**src/pkg/tmwg_pkg.sv**
```systemverilog
// Package with register map, field layout, reset values and enums of the timer waveform generator.
package tmwg_pkg;
  // Data widths and channel count.
  localparam int TMWG_W     = 16;
  localparam int TMWG_NCH   = 3;
  localparam int TMWG_AW    = 8;
  localparam int TMWG_DW    = 32;
  localparam int TMWG_DIVW  = 11;

  // Waveform modes and software commands.
  typedef enum logic [1:0] {TMWG_NORMAL, TMWG_FREQ, TMWG_SINGLE, TMWG_DUAL} tmwg_mode_t;
  typedef enum logic [1:0] {TMWG_CMD_NONE, TMWG_CMD_UPDATE, TMWG_CMD_RESTART, TMWG_CMD_RESET} tmwg_cmd_t;

  // Register byte offsets.
  localparam logic [TMWG_AW-1:0] TMWG_OFS_CTRLA  = 8'h00;
  localparam logic [TMWG_AW-1:0] TMWG_OFS_CTRLB  = 8'h04;
  localparam logic [TMWG_AW-1:0] TMWG_OFS_CTRLE  = 8'h08;
  localparam logic [TMWG_AW-1:0] TMWG_OFS_CSET   = 8'h0c;
  localparam logic [TMWG_AW-1:0] TMWG_OFS_CNT    = 8'h10;
  localparam logic [TMWG_AW-1:0] TMWG_OFS_PER    = 8'h14;
  localparam logic [TMWG_AW-1:0] TMWG_OFS_PERBUF = 8'h18;
  localparam logic [TMWG_AW-1:0] TMWG_OFS_CMP    = 8'h20;
  localparam logic [TMWG_AW-1:0] TMWG_OFS_CMPBUF = 8'h30;
  localparam logic [TMWG_AW-1:0] TMWG_OFS_STAT   = 8'h40;
  localparam logic [TMWG_AW-1:0] TMWG_OFS_PORT   = 8'h44;

  // Field positions.
  localparam int TMWG_EN_BIT    = 0;
  localparam int TMWG_PSC_LSB   = 1;
  localparam int TMWG_MODE_LSB  = 0;
  localparam int TMWG_CHEN_LSB  = 4;
  localparam int TMWG_DOWN_BIT  = 0;
  localparam int TMWG_LOCK_BIT  = 1;
  localparam int TMWG_CMD_LSB   = 0;
  localparam int TMWG_FLAG_LSB  = 0;
  localparam int TMWG_WAVE_LSB  = 4;
  localparam int TMWG_CMPBV_LSB = 8;
  localparam int TMWG_PERBV_BIT = 11;
  localparam int TMWG_PDIR_LSB  = 0;
  localparam int TMWG_POUT_LSB  = 4;
  localparam int TMWG_PINV_LSB  = 8;

  // Reset values.
  localparam logic [TMWG_W-1:0] TMWG_PER_RST = 16'hffff;
  localparam logic [TMWG_W-1:0] TMWG_CMP_RST = 16'h0000;
  localparam logic [TMWG_W-1:0] TMWG_CNT_RST = 16'h0000;

  // Prescale dividers per select code; code zero divides by one.
  localparam logic [TMWG_DIVW-1:0] TMWG_DIV [0:7] = '{11'h001, 11'h002, 11'h004, 11'h008,
                                                    11'h010, 11'h040, 11'h100, 11'h400};
endpackage : tmwg_pkg

```
**src/pkg/tmwg_tick_if.sv**
```systemverilog
// Interface carrying prescaler control and count tick between the core and the prescaler.
`timescale 1ns/1ps
`default_nettype none
interface tmwg_tick_if;
  logic [2:0] sel;
  logic       run;
  logic       clr;
  logic       tick;
  modport src (input sel, input run, input clr, output tick);
  modport dst (output sel, output run, output clr, input tick);
endinterface : tmwg_tick_if
`default_nettype wire

```
**src/logic/tmwg_presc.sv**
```systemverilog
// Prescaler that turns the peripheral clock into count ticks.
`timescale 1ns/1ps
`default_nettype none
module tmwg_presc
  import tmwg_pkg::*;
(
  // Clock, reset and enable.
  input  wire logic    i_clk_sys,
  input  wire logic    i_rst,
  input  wire logic    i_ce,
  // Tick link to the core.
  tmwg_tick_if.src     t
);
  logic [TMWG_DIVW-1:0] div_cnt_r;
  logic [TMWG_DIVW-1:0] div_cnt_nxt;
  logic [TMWG_DIVW-1:0] div_last;

  // The tick fires on the last count of each divider period.
  assign div_last = TMWG_DIV[t.sel] - 11'h001;
  assign t.tick   = t.run && !t.clr && (div_cnt_r >= div_last);

  // Next divider count; a restart or a stopped timer clears it.
  always_comb begin
    div_cnt_nxt = div_cnt_r;
    if (!t.run || t.clr || t.tick) begin
      div_cnt_nxt = '0;
    end else begin
      div_cnt_nxt = div_cnt_r + 11'h001;
    end
  end

  // Divider count register, frozen while the clock enable is low.
  always_ff @(posedge i_clk_sys or posedge i_rst) begin
    if (i_rst) begin
      div_cnt_r <= '0;
    end else if (i_ce) begin
      div_cnt_r <= div_cnt_nxt;
    end
  end
endmodule : tmwg_presc
`default_nettype wire

```
**src/logic/tmwg_top.sv**
```systemverilog
// Timer waveform generator core with APB registers, counter, compare channels and pin override.
//
// Overview of operation
// - Frequency mode: period from compare zero, toggle.
// - Frequency mode output is clock over 2N(C0+1).
// - Channels one, two toggle at same frequency.
// - Phase follows direction and compare versus count.
// - Single slope: count up, set zero, clear match.
// - Single slope: compare zero low, above period high.
// - Single slope period is N times period plus one.
// - Dual slope: up then down, clear/set on match.
// - Dual slope: zero low, equal period high.
// - Dual slope period is twice N times period.
// - Enabled channel in waveform mode overrides pin.
// - Inverted pin drives complement of the waveform.
// - Command write acts at once.
// - Update command transfers buffers despite lock.
// - Restart zeroes counter and all waveforms.
// - Reset command only honoured while timer disabled.
// - Update condition transfers valid buffers unless locked.
// - Compare match sets channel flag next cycle.
`timescale 1ns/1ps
`default_nettype none
module tmwg_top
  import tmwg_pkg::*;
#(
  parameter int W = TMWG_W
) (
  // Clock, reset and enable.
  input  wire logic                 i_clk_sys,
  input  wire logic                 i_rst,
  input  wire logic                 i_ce,
  // APB slave.
  input  wire logic                 i_psel,
  input  wire logic                 i_penable,
  input  wire logic                 i_pwrite,
  input  wire logic [TMWG_AW-1:0]   i_paddr,
  input  wire logic [TMWG_DW-1:0]   i_pwdata,
  output logic      [TMWG_DW-1:0]   o_prdata,
  output logic                      o_pready,
  output logic                      o_pslverr,
  // Port pins.
  output logic      [TMWG_NCH-1:0]  o_pin_out,
  output logic      [TMWG_NCH-1:0]  o_pin_oe
);
  // Configuration state.
  logic                enable_r, enable_nxt;
  logic [2:0]          prescale_select_r, prescale_select_nxt;
  tmwg_mode_t          mode_r, mode_nxt;
  logic [TMWG_NCH-1:0] channel_output_enable_r, channel_output_enable_nxt;
  logic                count_down_r, count_down_nxt;
  logic                update_lock_r, update_lock_nxt;
  // Counter, period and compare state.
  logic [W-1:0]        counter_value_r, counter_value_nxt;
  logic [W-1:0]        per_r, per_nxt, perbuf_r, perbuf_nxt;
  logic                perbv_r, perbv_nxt;
  logic [W-1:0]        cmp_r [TMWG_NCH];
  logic [W-1:0]        cmp_nxt [TMWG_NCH];
  logic [W-1:0]        cmpbuf_r [TMWG_NCH];
  logic [W-1:0]        cmpbuf_nxt [TMWG_NCH];
  logic [TMWG_NCH-1:0] cmpbv_r, cmpbv_nxt;
  logic                slope_down_r, slope_down_nxt;
  logic [TMWG_NCH-1:0] wave_r, wave_nxt;
  logic [TMWG_NCH-1:0] flag_r, flag_nxt;
  // Port state.
  logic [TMWG_NCH-1:0] pin_direction_r, pin_direction_nxt;
  logic [TMWG_NCH-1:0] pin_output_value_r, pin_output_value_nxt;
  logic [TMWG_NCH-1:0] pin_invert_enable_r, pin_invert_enable_nxt;
  logic [TMWG_NCH-1:0] pin_out_r, pin_out_nxt;
  logic [TMWG_NCH-1:0] pin_oe_r, pin_oe_nxt;
  // Bus answer state.
  logic [TMWG_DW-1:0]  prdata_r, prdata_nxt;
  logic                pready_r, pready_nxt;
  logic                pslverr_r, pslverr_nxt;
  // Decoded strobes.
  logic                wr, rd, hit, upd_evt, wrap;
  logic                cmd_update, cmd_restart, cmd_reset;
  logic [W-1:0]        top;
  logic [TMWG_NCH-1:0] match;
  logic [TMWG_DW-1:0]  rdata;
  logic [1:0]          cmd_field;

  tmwg_tick_if tk ();

  // Prescaler feeding count ticks.
  assign tk.sel = prescale_select_r;
  assign tk.run = enable_r;
  assign tk.clr = cmd_restart;

  tmwg_presc u_presc (
    .i_clk_sys (i_clk_sys),
    .i_rst     (i_rst),
    .i_ce      (i_ce),
    .t         (tk)
  );

  // Access strobes; the write acts at the access edge with pready high, the read at the setup edge with pready low.
  assign wr        = i_psel && i_penable && pready_r && i_pwrite;
  assign rd        = i_psel && !i_penable && !pready_r && !i_pwrite;
  assign cmd_field = i_pwdata[TMWG_CMD_LSB +: 2];
  assign cmd_update  = wr && (i_paddr == TMWG_OFS_CSET) && (cmd_field == TMWG_CMD_UPDATE);
  assign cmd_restart = wr && (i_paddr == TMWG_OFS_CSET) && (cmd_field == TMWG_CMD_RESTART);
  assign cmd_reset   = wr && (i_paddr == TMWG_OFS_CSET) && (cmd_field == TMWG_CMD_RESET)
                       && !enable_r;
  // In frequency mode compare zero sets the top of the count.
  assign top = (mode_r == TMWG_FREQ) ? cmp_r[0] : per_r;

  // Per-channel match and waveform/pin next values.
  for (genvar n = 0; n < TMWG_NCH; n++) begin : g_ch
    assign match[n] = (counter_value_r == cmp_r[n]);
    always_comb begin
      wave_nxt[n] = wave_r[n];
      if (cmd_restart) begin
        wave_nxt[n] = 1'b0;
      end else if (mode_r == TMWG_FREQ) begin
        if (enable_r && tk.tick && match[n]) begin
          wave_nxt[n] = !wave_r[n];
        end
      end else if (mode_r == TMWG_SINGLE) begin
        wave_nxt[n] = (counter_value_nxt < cmp_nxt[n]);
      end else if (mode_r == TMWG_DUAL) begin
        wave_nxt[n] = (counter_value_nxt < cmp_nxt[n])
                      || ((cmp_nxt[n] == per_nxt) && (cmp_nxt[n] != '0));
      end
      // Flag sets one cycle after the match; the set wins over a clear.
      flag_nxt[n] = flag_r[n];
      if (wr && (i_paddr == TMWG_OFS_STAT) && i_pwdata[TMWG_FLAG_LSB + n]) begin
        flag_nxt[n] = 1'b0;
      end
      if (enable_r && tk.tick && match[n]) begin
        flag_nxt[n] = 1'b1;
      end
      // Enabled channel in a waveform mode replaces the port value.
      pin_out_nxt[n] = ((channel_output_enable_r[n] && (mode_r != TMWG_NORMAL))
                        ? wave_r[n] : pin_output_value_r[n]) ^ pin_invert_enable_r[n];
      pin_oe_nxt[n]  = pin_direction_r[n];
    end
  end

  // Read multiplexer.
  always_comb begin
    hit   = 1'b1;
    rdata = '0;
    if (i_paddr == TMWG_OFS_CTRLA) begin
      rdata[TMWG_EN_BIT]       = enable_r;
      rdata[TMWG_PSC_LSB +: 3] = prescale_select_r;
    end else if (i_paddr == TMWG_OFS_CTRLB) begin
      rdata[TMWG_MODE_LSB +: 2]        = mode_r;
      rdata[TMWG_CHEN_LSB +: TMWG_NCH] = channel_output_enable_r;
    end else if (i_paddr == TMWG_OFS_CTRLE) begin
      rdata[TMWG_DOWN_BIT] = count_down_r;
      rdata[TMWG_LOCK_BIT] = update_lock_r;
    end else if (i_paddr == TMWG_OFS_CSET) begin
      rdata = '0;
    end else if (i_paddr == TMWG_OFS_CNT) begin
      rdata[W-1:0] = counter_value_r;
    end else if (i_paddr == TMWG_OFS_PER) begin
      rdata[W-1:0] = per_r;
    end else if (i_paddr == TMWG_OFS_PERBUF) begin
      rdata[W-1:0] = perbuf_r;
    end else if (i_paddr == TMWG_OFS_CMP || i_paddr == TMWG_OFS_CMP + 8'h04
                 || i_paddr == TMWG_OFS_CMP + 8'h08) begin
      rdata[W-1:0] = cmp_r[i_paddr[3:2]];
    end else if (i_paddr == TMWG_OFS_CMPBUF || i_paddr == TMWG_OFS_CMPBUF + 8'h04
                 || i_paddr == TMWG_OFS_CMPBUF + 8'h08) begin
      rdata[W-1:0] = cmpbuf_r[i_paddr[3:2]];
    end else if (i_paddr == TMWG_OFS_STAT) begin
      rdata[TMWG_FLAG_LSB +: TMWG_NCH]  = flag_r;
      rdata[TMWG_WAVE_LSB +: TMWG_NCH]  = wave_r;
      rdata[TMWG_CMPBV_LSB +: TMWG_NCH] = cmpbv_r;
      rdata[TMWG_PERBV_BIT]             = perbv_r;
    end else if (i_paddr == TMWG_OFS_PORT) begin
      rdata[TMWG_PDIR_LSB +: TMWG_NCH] = pin_direction_r;
      rdata[TMWG_POUT_LSB +: TMWG_NCH] = pin_output_value_r;
      rdata[TMWG_PINV_LSB +: TMWG_NCH] = pin_invert_enable_r;
    end else begin
      hit = 1'b0;
    end
  end

  // Next values of bus answer, configuration, counter and buffers.
  always_comb begin
    pready_nxt  = i_psel && !i_penable && !pready_r;
    pslverr_nxt = i_psel && !i_penable && !pready_r && !hit;
    prdata_nxt  = rd ? rdata : '0;
    enable_nxt = enable_r;
    prescale_select_nxt = prescale_select_r;
    mode_nxt = mode_r;
    channel_output_enable_nxt = channel_output_enable_r;
    count_down_nxt = count_down_r;
    update_lock_nxt = update_lock_r;
    counter_value_nxt = counter_value_r;
    slope_down_nxt = slope_down_r;
    per_nxt = per_r;
    perbuf_nxt = perbuf_r;
    perbv_nxt = perbv_r;
    cmp_nxt = cmp_r;
    cmpbuf_nxt = cmpbuf_r;
    cmpbv_nxt = cmpbv_r;
    pin_direction_nxt = pin_direction_r;
    pin_output_value_nxt = pin_output_value_r;
    pin_invert_enable_nxt = pin_invert_enable_r;
    wrap = 1'b0;
    // Counting; single slope ignores the down bit, dual slope turns at the ends.
    if (enable_r && tk.tick) begin
      if (mode_r == TMWG_DUAL) begin
        if (!slope_down_r) begin
          if (counter_value_r >= top) begin
            slope_down_nxt    = 1'b1;
            counter_value_nxt = counter_value_r - 16'h0001;
          end else begin
            counter_value_nxt = counter_value_r + 16'h0001;
          end
        end else if (counter_value_r <= 16'h0001) begin
          slope_down_nxt    = 1'b0;
          counter_value_nxt = '0;
          wrap              = 1'b1;
        end else begin
          counter_value_nxt = counter_value_r - 16'h0001;
        end
      end else if (count_down_r && (mode_r != TMWG_SINGLE)) begin
        wrap              = (counter_value_r == '0);
        counter_value_nxt = wrap ? top : counter_value_r - 16'h0001;
      end else begin
        wrap              = (counter_value_r == top);
        counter_value_nxt = wrap ? '0 : counter_value_r + 16'h0001;
      end
    end
    // Buffer transfers on the update condition or command.
    upd_evt = (wrap && !update_lock_r) || cmd_update;
    if (upd_evt && perbv_r) begin
      per_nxt   = perbuf_r;
      perbv_nxt = 1'b0;
    end
    for (int n = 0; n < TMWG_NCH; n++) begin
      if (upd_evt && cmpbv_r[n]) begin
        cmp_nxt[n]   = cmpbuf_r[n];
        cmpbv_nxt[n] = 1'b0;
      end
    end
    // Register writes; a counter write beats counting.
    if (wr) begin
      if (i_paddr == TMWG_OFS_CTRLA) begin
        enable_nxt          = i_pwdata[TMWG_EN_BIT];
        prescale_select_nxt = i_pwdata[TMWG_PSC_LSB +: 3];
      end else if (i_paddr == TMWG_OFS_CTRLB) begin
        mode_nxt                  = tmwg_mode_t'(i_pwdata[TMWG_MODE_LSB +: 2]);
        channel_output_enable_nxt = i_pwdata[TMWG_CHEN_LSB +: TMWG_NCH];
      end else if (i_paddr == TMWG_OFS_CTRLE) begin
        count_down_nxt  = i_pwdata[TMWG_DOWN_BIT];
        update_lock_nxt = i_pwdata[TMWG_LOCK_BIT];
      end else if (i_paddr == TMWG_OFS_CNT) begin
        counter_value_nxt = i_pwdata[W-1:0];
      end else if (i_paddr == TMWG_OFS_PER) begin
        per_nxt = i_pwdata[W-1:0];
      end else if (i_paddr == TMWG_OFS_PERBUF) begin
        perbuf_nxt = i_pwdata[W-1:0];
        perbv_nxt  = 1'b1;
      end else if (i_paddr[7:4] == TMWG_OFS_CMP[7:4] && i_paddr[3:2] != 2'h3) begin
        cmp_nxt[i_paddr[3:2]] = i_pwdata[W-1:0];
      end else if (i_paddr[7:4] == TMWG_OFS_CMPBUF[7:4] && i_paddr[3:2] != 2'h3) begin
        cmpbuf_nxt[i_paddr[3:2]] = i_pwdata[W-1:0];
        cmpbv_nxt[i_paddr[3:2]]  = 1'b1;
      end else if (i_paddr == TMWG_OFS_PORT) begin
        pin_direction_nxt     = i_pwdata[TMWG_PDIR_LSB +: TMWG_NCH];
        pin_output_value_nxt  = i_pwdata[TMWG_POUT_LSB +: TMWG_NCH];
        pin_invert_enable_nxt = i_pwdata[TMWG_PINV_LSB +: TMWG_NCH];
      end
    end
    // Restart starts a fresh period from zero.
    if (cmd_restart) begin
      counter_value_nxt = '0;
      slope_down_nxt    = 1'b0;
    end
    // Reset command returns control, counter, period and compare registers to their initial values.
    if (cmd_reset) begin
      prescale_select_nxt       = '0;
      mode_nxt                  = TMWG_NORMAL;
      channel_output_enable_nxt = '0;
      count_down_nxt            = 1'b0;
      update_lock_nxt           = 1'b0;
      counter_value_nxt         = TMWG_CNT_RST;
      slope_down_nxt            = 1'b0;
      per_nxt                   = TMWG_PER_RST;
      perbuf_nxt                = TMWG_PER_RST;
      perbv_nxt                 = 1'b0;
      cmpbv_nxt                 = '0;
      for (int n = 0; n < TMWG_NCH; n++) begin
        cmp_nxt[n]    = TMWG_CMP_RST;
        cmpbuf_nxt[n] = TMWG_CMP_RST;
      end
    end
  end

  // State registers; everything holds while the clock enable is low.
  always_ff @(posedge i_clk_sys or posedge i_rst) begin
    if (i_rst) begin
      enable_r <= 1'b0;
      prescale_select_r <= '0;
      mode_r <= TMWG_NORMAL;
      channel_output_enable_r <= '0;
      count_down_r <= 1'b0;
      update_lock_r <= 1'b0;
      counter_value_r <= TMWG_CNT_RST;
      slope_down_r <= 1'b0;
      per_r <= TMWG_PER_RST;
      perbuf_r <= TMWG_PER_RST;
      perbv_r <= 1'b0;
      cmp_r <= '{default: TMWG_CMP_RST};
      cmpbuf_r <= '{default: TMWG_CMP_RST};
      cmpbv_r <= '0;
      wave_r <= '0;
      flag_r <= '0;
      pin_direction_r <= '0;
      pin_output_value_r <= '0;
      pin_invert_enable_r <= '0;
      pin_out_r <= '0;
      pin_oe_r <= '0;
      prdata_r <= '0;
      pready_r <= 1'b0;
      pslverr_r <= 1'b0;
    end else if (i_ce) begin
      enable_r <= enable_nxt;
      prescale_select_r <= prescale_select_nxt;
      mode_r <= mode_nxt;
      channel_output_enable_r <= channel_output_enable_nxt;
      count_down_r <= count_down_nxt;
      update_lock_r <= update_lock_nxt;
      counter_value_r <= counter_value_nxt;
      slope_down_r <= slope_down_nxt;
      per_r <= per_nxt;
      perbuf_r <= perbuf_nxt;
      perbv_r <= perbv_nxt;
      cmp_r <= cmp_nxt;
      cmpbuf_r <= cmpbuf_nxt;
      cmpbv_r <= cmpbv_nxt;
      wave_r <= wave_nxt;
      flag_r <= flag_nxt;
      pin_direction_r <= pin_direction_nxt;
      pin_output_value_r <= pin_output_value_nxt;
      pin_invert_enable_r <= pin_invert_enable_nxt;
      pin_out_r <= pin_out_nxt;
      pin_oe_r <= pin_oe_nxt;
      prdata_r <= prdata_nxt;
      pready_r <= pready_nxt;
      pslverr_r <= pslverr_nxt;
    end
  end

  // Outputs straight from flip-flops.
  assign o_prdata  = prdata_r;
  assign o_pready  = pready_r;
  assign o_pslverr = pslverr_r;
  assign o_pin_out = pin_out_r;
  assign o_pin_oe  = pin_oe_r;
endmodule : tmwg_top
`default_nettype wire

```
**config.mk**
```make
export PLATFORM = sky130hd
export DESIGN_NAME = tmwg_top
export DESIGN_NICKNAME = d
export VERILOG_FILES = /design/src/pkg/tmwg_pkg.sv /design/src/pkg/tmwg_tick_if.sv /design/src/logic/tmwg_presc.sv /design/src/logic/tmwg_top.sv
export SDC_FILE = /design/constraint.sdc
export NUM_CORES = 1
export LEC_CHECK = 0
export ABC_AREA = 1
export BUFFER_PORTS_ARGS = -buffer_cell sky130_fd_sc_hd__buf_2
export CORE_MARGIN = 3
export CORE_UTILIZATION = 63
export DETAILED_ROUTE_END_ITERATION = 8
export PLACE_DENSITY = 0.93
export SETUP_SLACK_MARGIN = 0.05
export SYNTH_ARGS = -nofsm -noshare
export SYNTH_HDL_FRONTEND = slang
export SYNTH_HIERARCHICAL = 1
export SYNTH_SLANG_ARGS = --single-unit
export TNS_END_PERCENT = 10
```
**constraint.sdc**
```tcl
create_clock -name i_clk_sys -period 8.6 [get_ports i_clk_sys]
set_input_delay 1.72 -clock i_clk_sys [delete_from_list [all_inputs] [get_ports i_clk_sys]]
set_output_delay 1.72 -clock i_clk_sys [all_outputs]
set_load 0.1 [all_outputs]
```
==> impl_metrics.yaml <==
cts:
  ctsResizeCount: 0
  cts_buffers: 26
  hold_buffers: 0
  clkLatencyLatePin_ns: 0.58
  h-tree-depth: 1
  cts_tree: "done"
  numClockSinks: 210
  root_buffer: "clkbuf_16"
  clkTransAtPathRegs_ns: 0.06
  cts_max_path_buffers: 3
  cts_setup_buffers: 0
setup_path:
  cp_data_required_time_ns: 9.07
  crit_family: "compound AO/OA/AOI/OAI gates"
  crit_chain: "inv_1, nand2_2, o21ai_0, inv_1, ha_1, a21oi_1, nor2_1, a211oi_1, nand4_1, or2_2, inv_1, nand2_1, nand2_1, o21ai_1, a22oi_1, o22ai_1, a21boi_0, ha_1, nand4_1, o221a_2, nand2_1, nand3_1, nand2_1, nand2_1"
  r2r_cells: 24
  critPathLaunchType: "flop"
  crit_top_cell: "nand2_1"
  worstPathArrival_ns: 7.04
  end_kind: "flop"
  cp_max_fo: 38
  timing.reg2reg.setup_slack_ns: 2.03
  r2r_end: "wave_r[1]"
  slowest_stage: "a21boi_0"
  max_stage_delay_ns: 0.81
  rr_startpoint: "mode_r[1]"
  critPathKind: "flop to flop"
  crit_buf_inv: 3
synth:
  synth.avg_cell_area_um2: 6.733
  synth_flop_cell: "dfrtp_1"
  synthArstFlopShare_pct: 100.0
  yosysWarningCount: 6
  netlist_instances: 2556
  synth_edf_count: 0
  ys_ff_latch: 210
  syn-cell-area_um2: 17210
  yosysMostFrequentCell: "nand2_1"
  post-synth-top-area-cell: "dfrtp_1"
  synth_top_area_share_pct: 25.88
  ys_seq_area_share_pct: 30.77
  yosys-top-cells-count: "nand2_1, inv_1, o21ai_0"
  synth.area.top_cells: "dfrtp_1, nand2_1, o21ai_0"
  synth.distinct_cells: 60
place:
  place_congestion: 1.200
  placed_area_um2: 17370
  post-place-cells: 2840
  place_hpwl_um: 55310
  port_buffers: 53
route:
  drc_errors: 0
  drt-pass1-iter-count: 8
  dr_total_vias: 19790
  wl_met1_um: 25820
  first_iter_violations: 3911
  avgRoutedWirePerCell_um: 26.90
  wl_met3_um: 13680
  wl_met2_um: 29880
  drt-vias-per-instance: 6.852
  antenna_left: 0
  routed.top_layer: "met5"
  routed_wl_um: 77690
power:
  swShare_pct: 40.50
  pwr-share-seq_pct: 34.1
  p_int_mw: 2.122
  p_sw_mw: 1.444
  peakVddDrop_uv: 191.8
  powerDensity_nw_per_um2: 194.5
  share_comb_of_total_power_pct: 31.0
  p_clk_share_pct: 34.9
  leakagePower_nw: 9.317
sta:
  worstMarginPinSlew_ns: 1.372
  slew_headroom_pct: 7.985
  setup_viol: 0
  max_freq_mhz: 152.1
  rsz0062_at_grt: "no"
  setup_tns_ns: 0
  maxSlewViolCount: 0
  whs_ns: 0.4718
  clock-skew-final_ns: 0.03615
  hold_viol_final: 0
  min_period_ns: 6.573
  period_share_pct: 76.43
floorplanning:
  fp.dieW_um: 171.3
  core-area_um2: 26430
  dieArea_um2: 29340
  ios: 86
  placementRows: 59
  initial_core_util_pct: 65.12
  chipHeight_um: 171.3
grt:
  grt_pass1_wl_um: 113500
  grt_pass1_vias: 18100
  grt_use_total_pct: 52.23
  grt_overflow: 0
  grt_max_degree: 134
  antenna_found_initial: 1
final_layout:
  drive_above_1_share_pct: 9.753
  fin_cells: 2888
  n_antenna_cell: 0
  syn_to_final_growth_pct: 6.528
  design_area_um2: 18330
  post-route-util_pct: 69.37
  nNetsFinal: 2656
hold_path:
  worstHoldStart: "o_pin_oe[2]"
  whs_path_depth: 2
  hold_end: "o_pin_oe[2]"
  hold_path.class: "flop to flop"
run:
  max-cap-violations: 0
outcome:
  outcome: "finished, final reports clean"
-- cell usage in the layout, fill, tap and decap left out, types with 6 or more instances in the layout --
master	instances
nor2_2	14
a21oi_2	14
nor2_4	8
dfrtp_1	178
o21ai_1	26
a211oi_1	9
buf_2	53
a22oi_1	10
conb_1	17
clkbuf_8	6
o221ai_1	28
a31oi_1	12
ha_1	77
o211ai_1	20
inv_1	266
nor4_1	9
clkbuf_16	27
or2_2	6
dfstp_2	32
nand4_1	26
buf_4	15
o21ai_0	232
o2111ai_1	17
xnor2_1	12
nand2_1	797
a32o_1	6
nor2_1	133
inv_2	22
nand2_2	14
o22ai_1	70
nor3_1	18
a21oi_1	121
nand3_1	135
xor2_1	41
a221oi_1	7
clkinv_1	6
-- power by group through the flow --
stage	clock [mW]	sequential, mW	combinational, mW
floorplan	0	1.13	0.763
global placement	0	1.21	1.01
detailed placement	0	1.21	1.04
CTS	1.22	1.20	1.04
global route	1.27	1.21	1.19
finish	1.25	1.22	1.10
-- state kept, by name (all words and copies together) (netlist names), 2 cells and up --
name	flops
counter_value_r	16
o_pin_oe	3
per_r	16
o_prdata	16
pin_output_value_r	3
cmp_r	48
pin_invert_enable_r	3
o_pin_out	3
flag_r	3
channel_output_enable_r	3
wave_r	3
cmpbv_r	3
pin_direction_r	3
cmpbuf_r	48
mode_r	2
u_presc/div_cnt_r	11
perbuf_r	16
prescale_select_r	3
-- worst register-to-register path, cell delays in order, from the launching register on --
cell and delay [ns]:
dfrtp_1 0.42, inv_1 0.17, nand2_2 0.54, o21ai_0 0.75, inv_1 0.10, ha_1 0.19, a21oi_1 0.12, nor2_1 0.05
a211oi_1 0.60, nand4_1 0.15, or2_2 0.32, inv_1 0.21, nand2_1 0.15, nand2_1 0.18, o21ai_1 0.10, a22oi_1 0.15
o22ai_1 0.15, a21boi_0 0.81, ha_1 0.31, nand4_1 0.14, o221a_2 0.27, nand2_1 0.10, nand3_1 0.27, nand2_1 0.15
nand2_1 0.06
-- metrics by stage --
step / power (mW) / worst slack (ns)
global placement: 2.216 / 2.261
floorplan: 1.889 / 1.507
detailed placement: 2.251 / 2.167
CTS: 3.462 / 2.509
finish: 3.567 / 2.027
global route: 3.667 / 1.731
-- final cells by class --
cell class,count,area (um^2)
clock buffers,38,777.0
well taps,335,419.2
flip-flops and latches,210,5295
fillers,2266,8094
inverters,297,1127
clock inverters,10,188.9
repair buffers,68,377.9
multi-input cells,1930,10150
-- cells by family (layout without fill, tap and decap cells) --
kind of cell | count (synthesis) | after routing | synth area share [%]
AO/OA/AOI/OAI | 596 | 596 | 20.59
XOR/XNOR | 53 | 53 | 2.697
adder cells (fa/ha/maj) | 77 | 77 | 5.598
buffers and inverters | 431 | 413 | 10.64
flip-flops | 210 | 210 | 30.77
multiplexers | 3 | 3 | 0.1745
other | 2 | 17 | 0.04364
AND/OR/NAND/NOR | 1184 | 1184 | 29.49
-- worst max path at each step --
| stage | start | endpoint | slack, ns | cells after the start |
|---|---|---|---|---|
| after floorplan | i_rst | channel_output_enable_r[0] | 1.51 | 1 |
| after global placement | i_paddr[2] | wave_r[2] | 2.26 | 26 |
| after detailed placement | i_paddr[2] | wave_r[2] | 2.17 | 26 |
| after CTS | mode_r[1] | wave_r[1] | 2.51 | 28 |
| after global routing | mode_r[1] | wave_r[1] | 1.73 | 28 |
| final | mode_r[1] | wave_r[1] | 2.03 | 24 |
-- routing by layer --
layer  vias up  GRT usage [%]
met5         -              0
met4         2          39.61
met3       556          20.46
met2      1960          73.28
met1      8814          64.51
li1       8456              -
(Power assumes the default switching activity.)
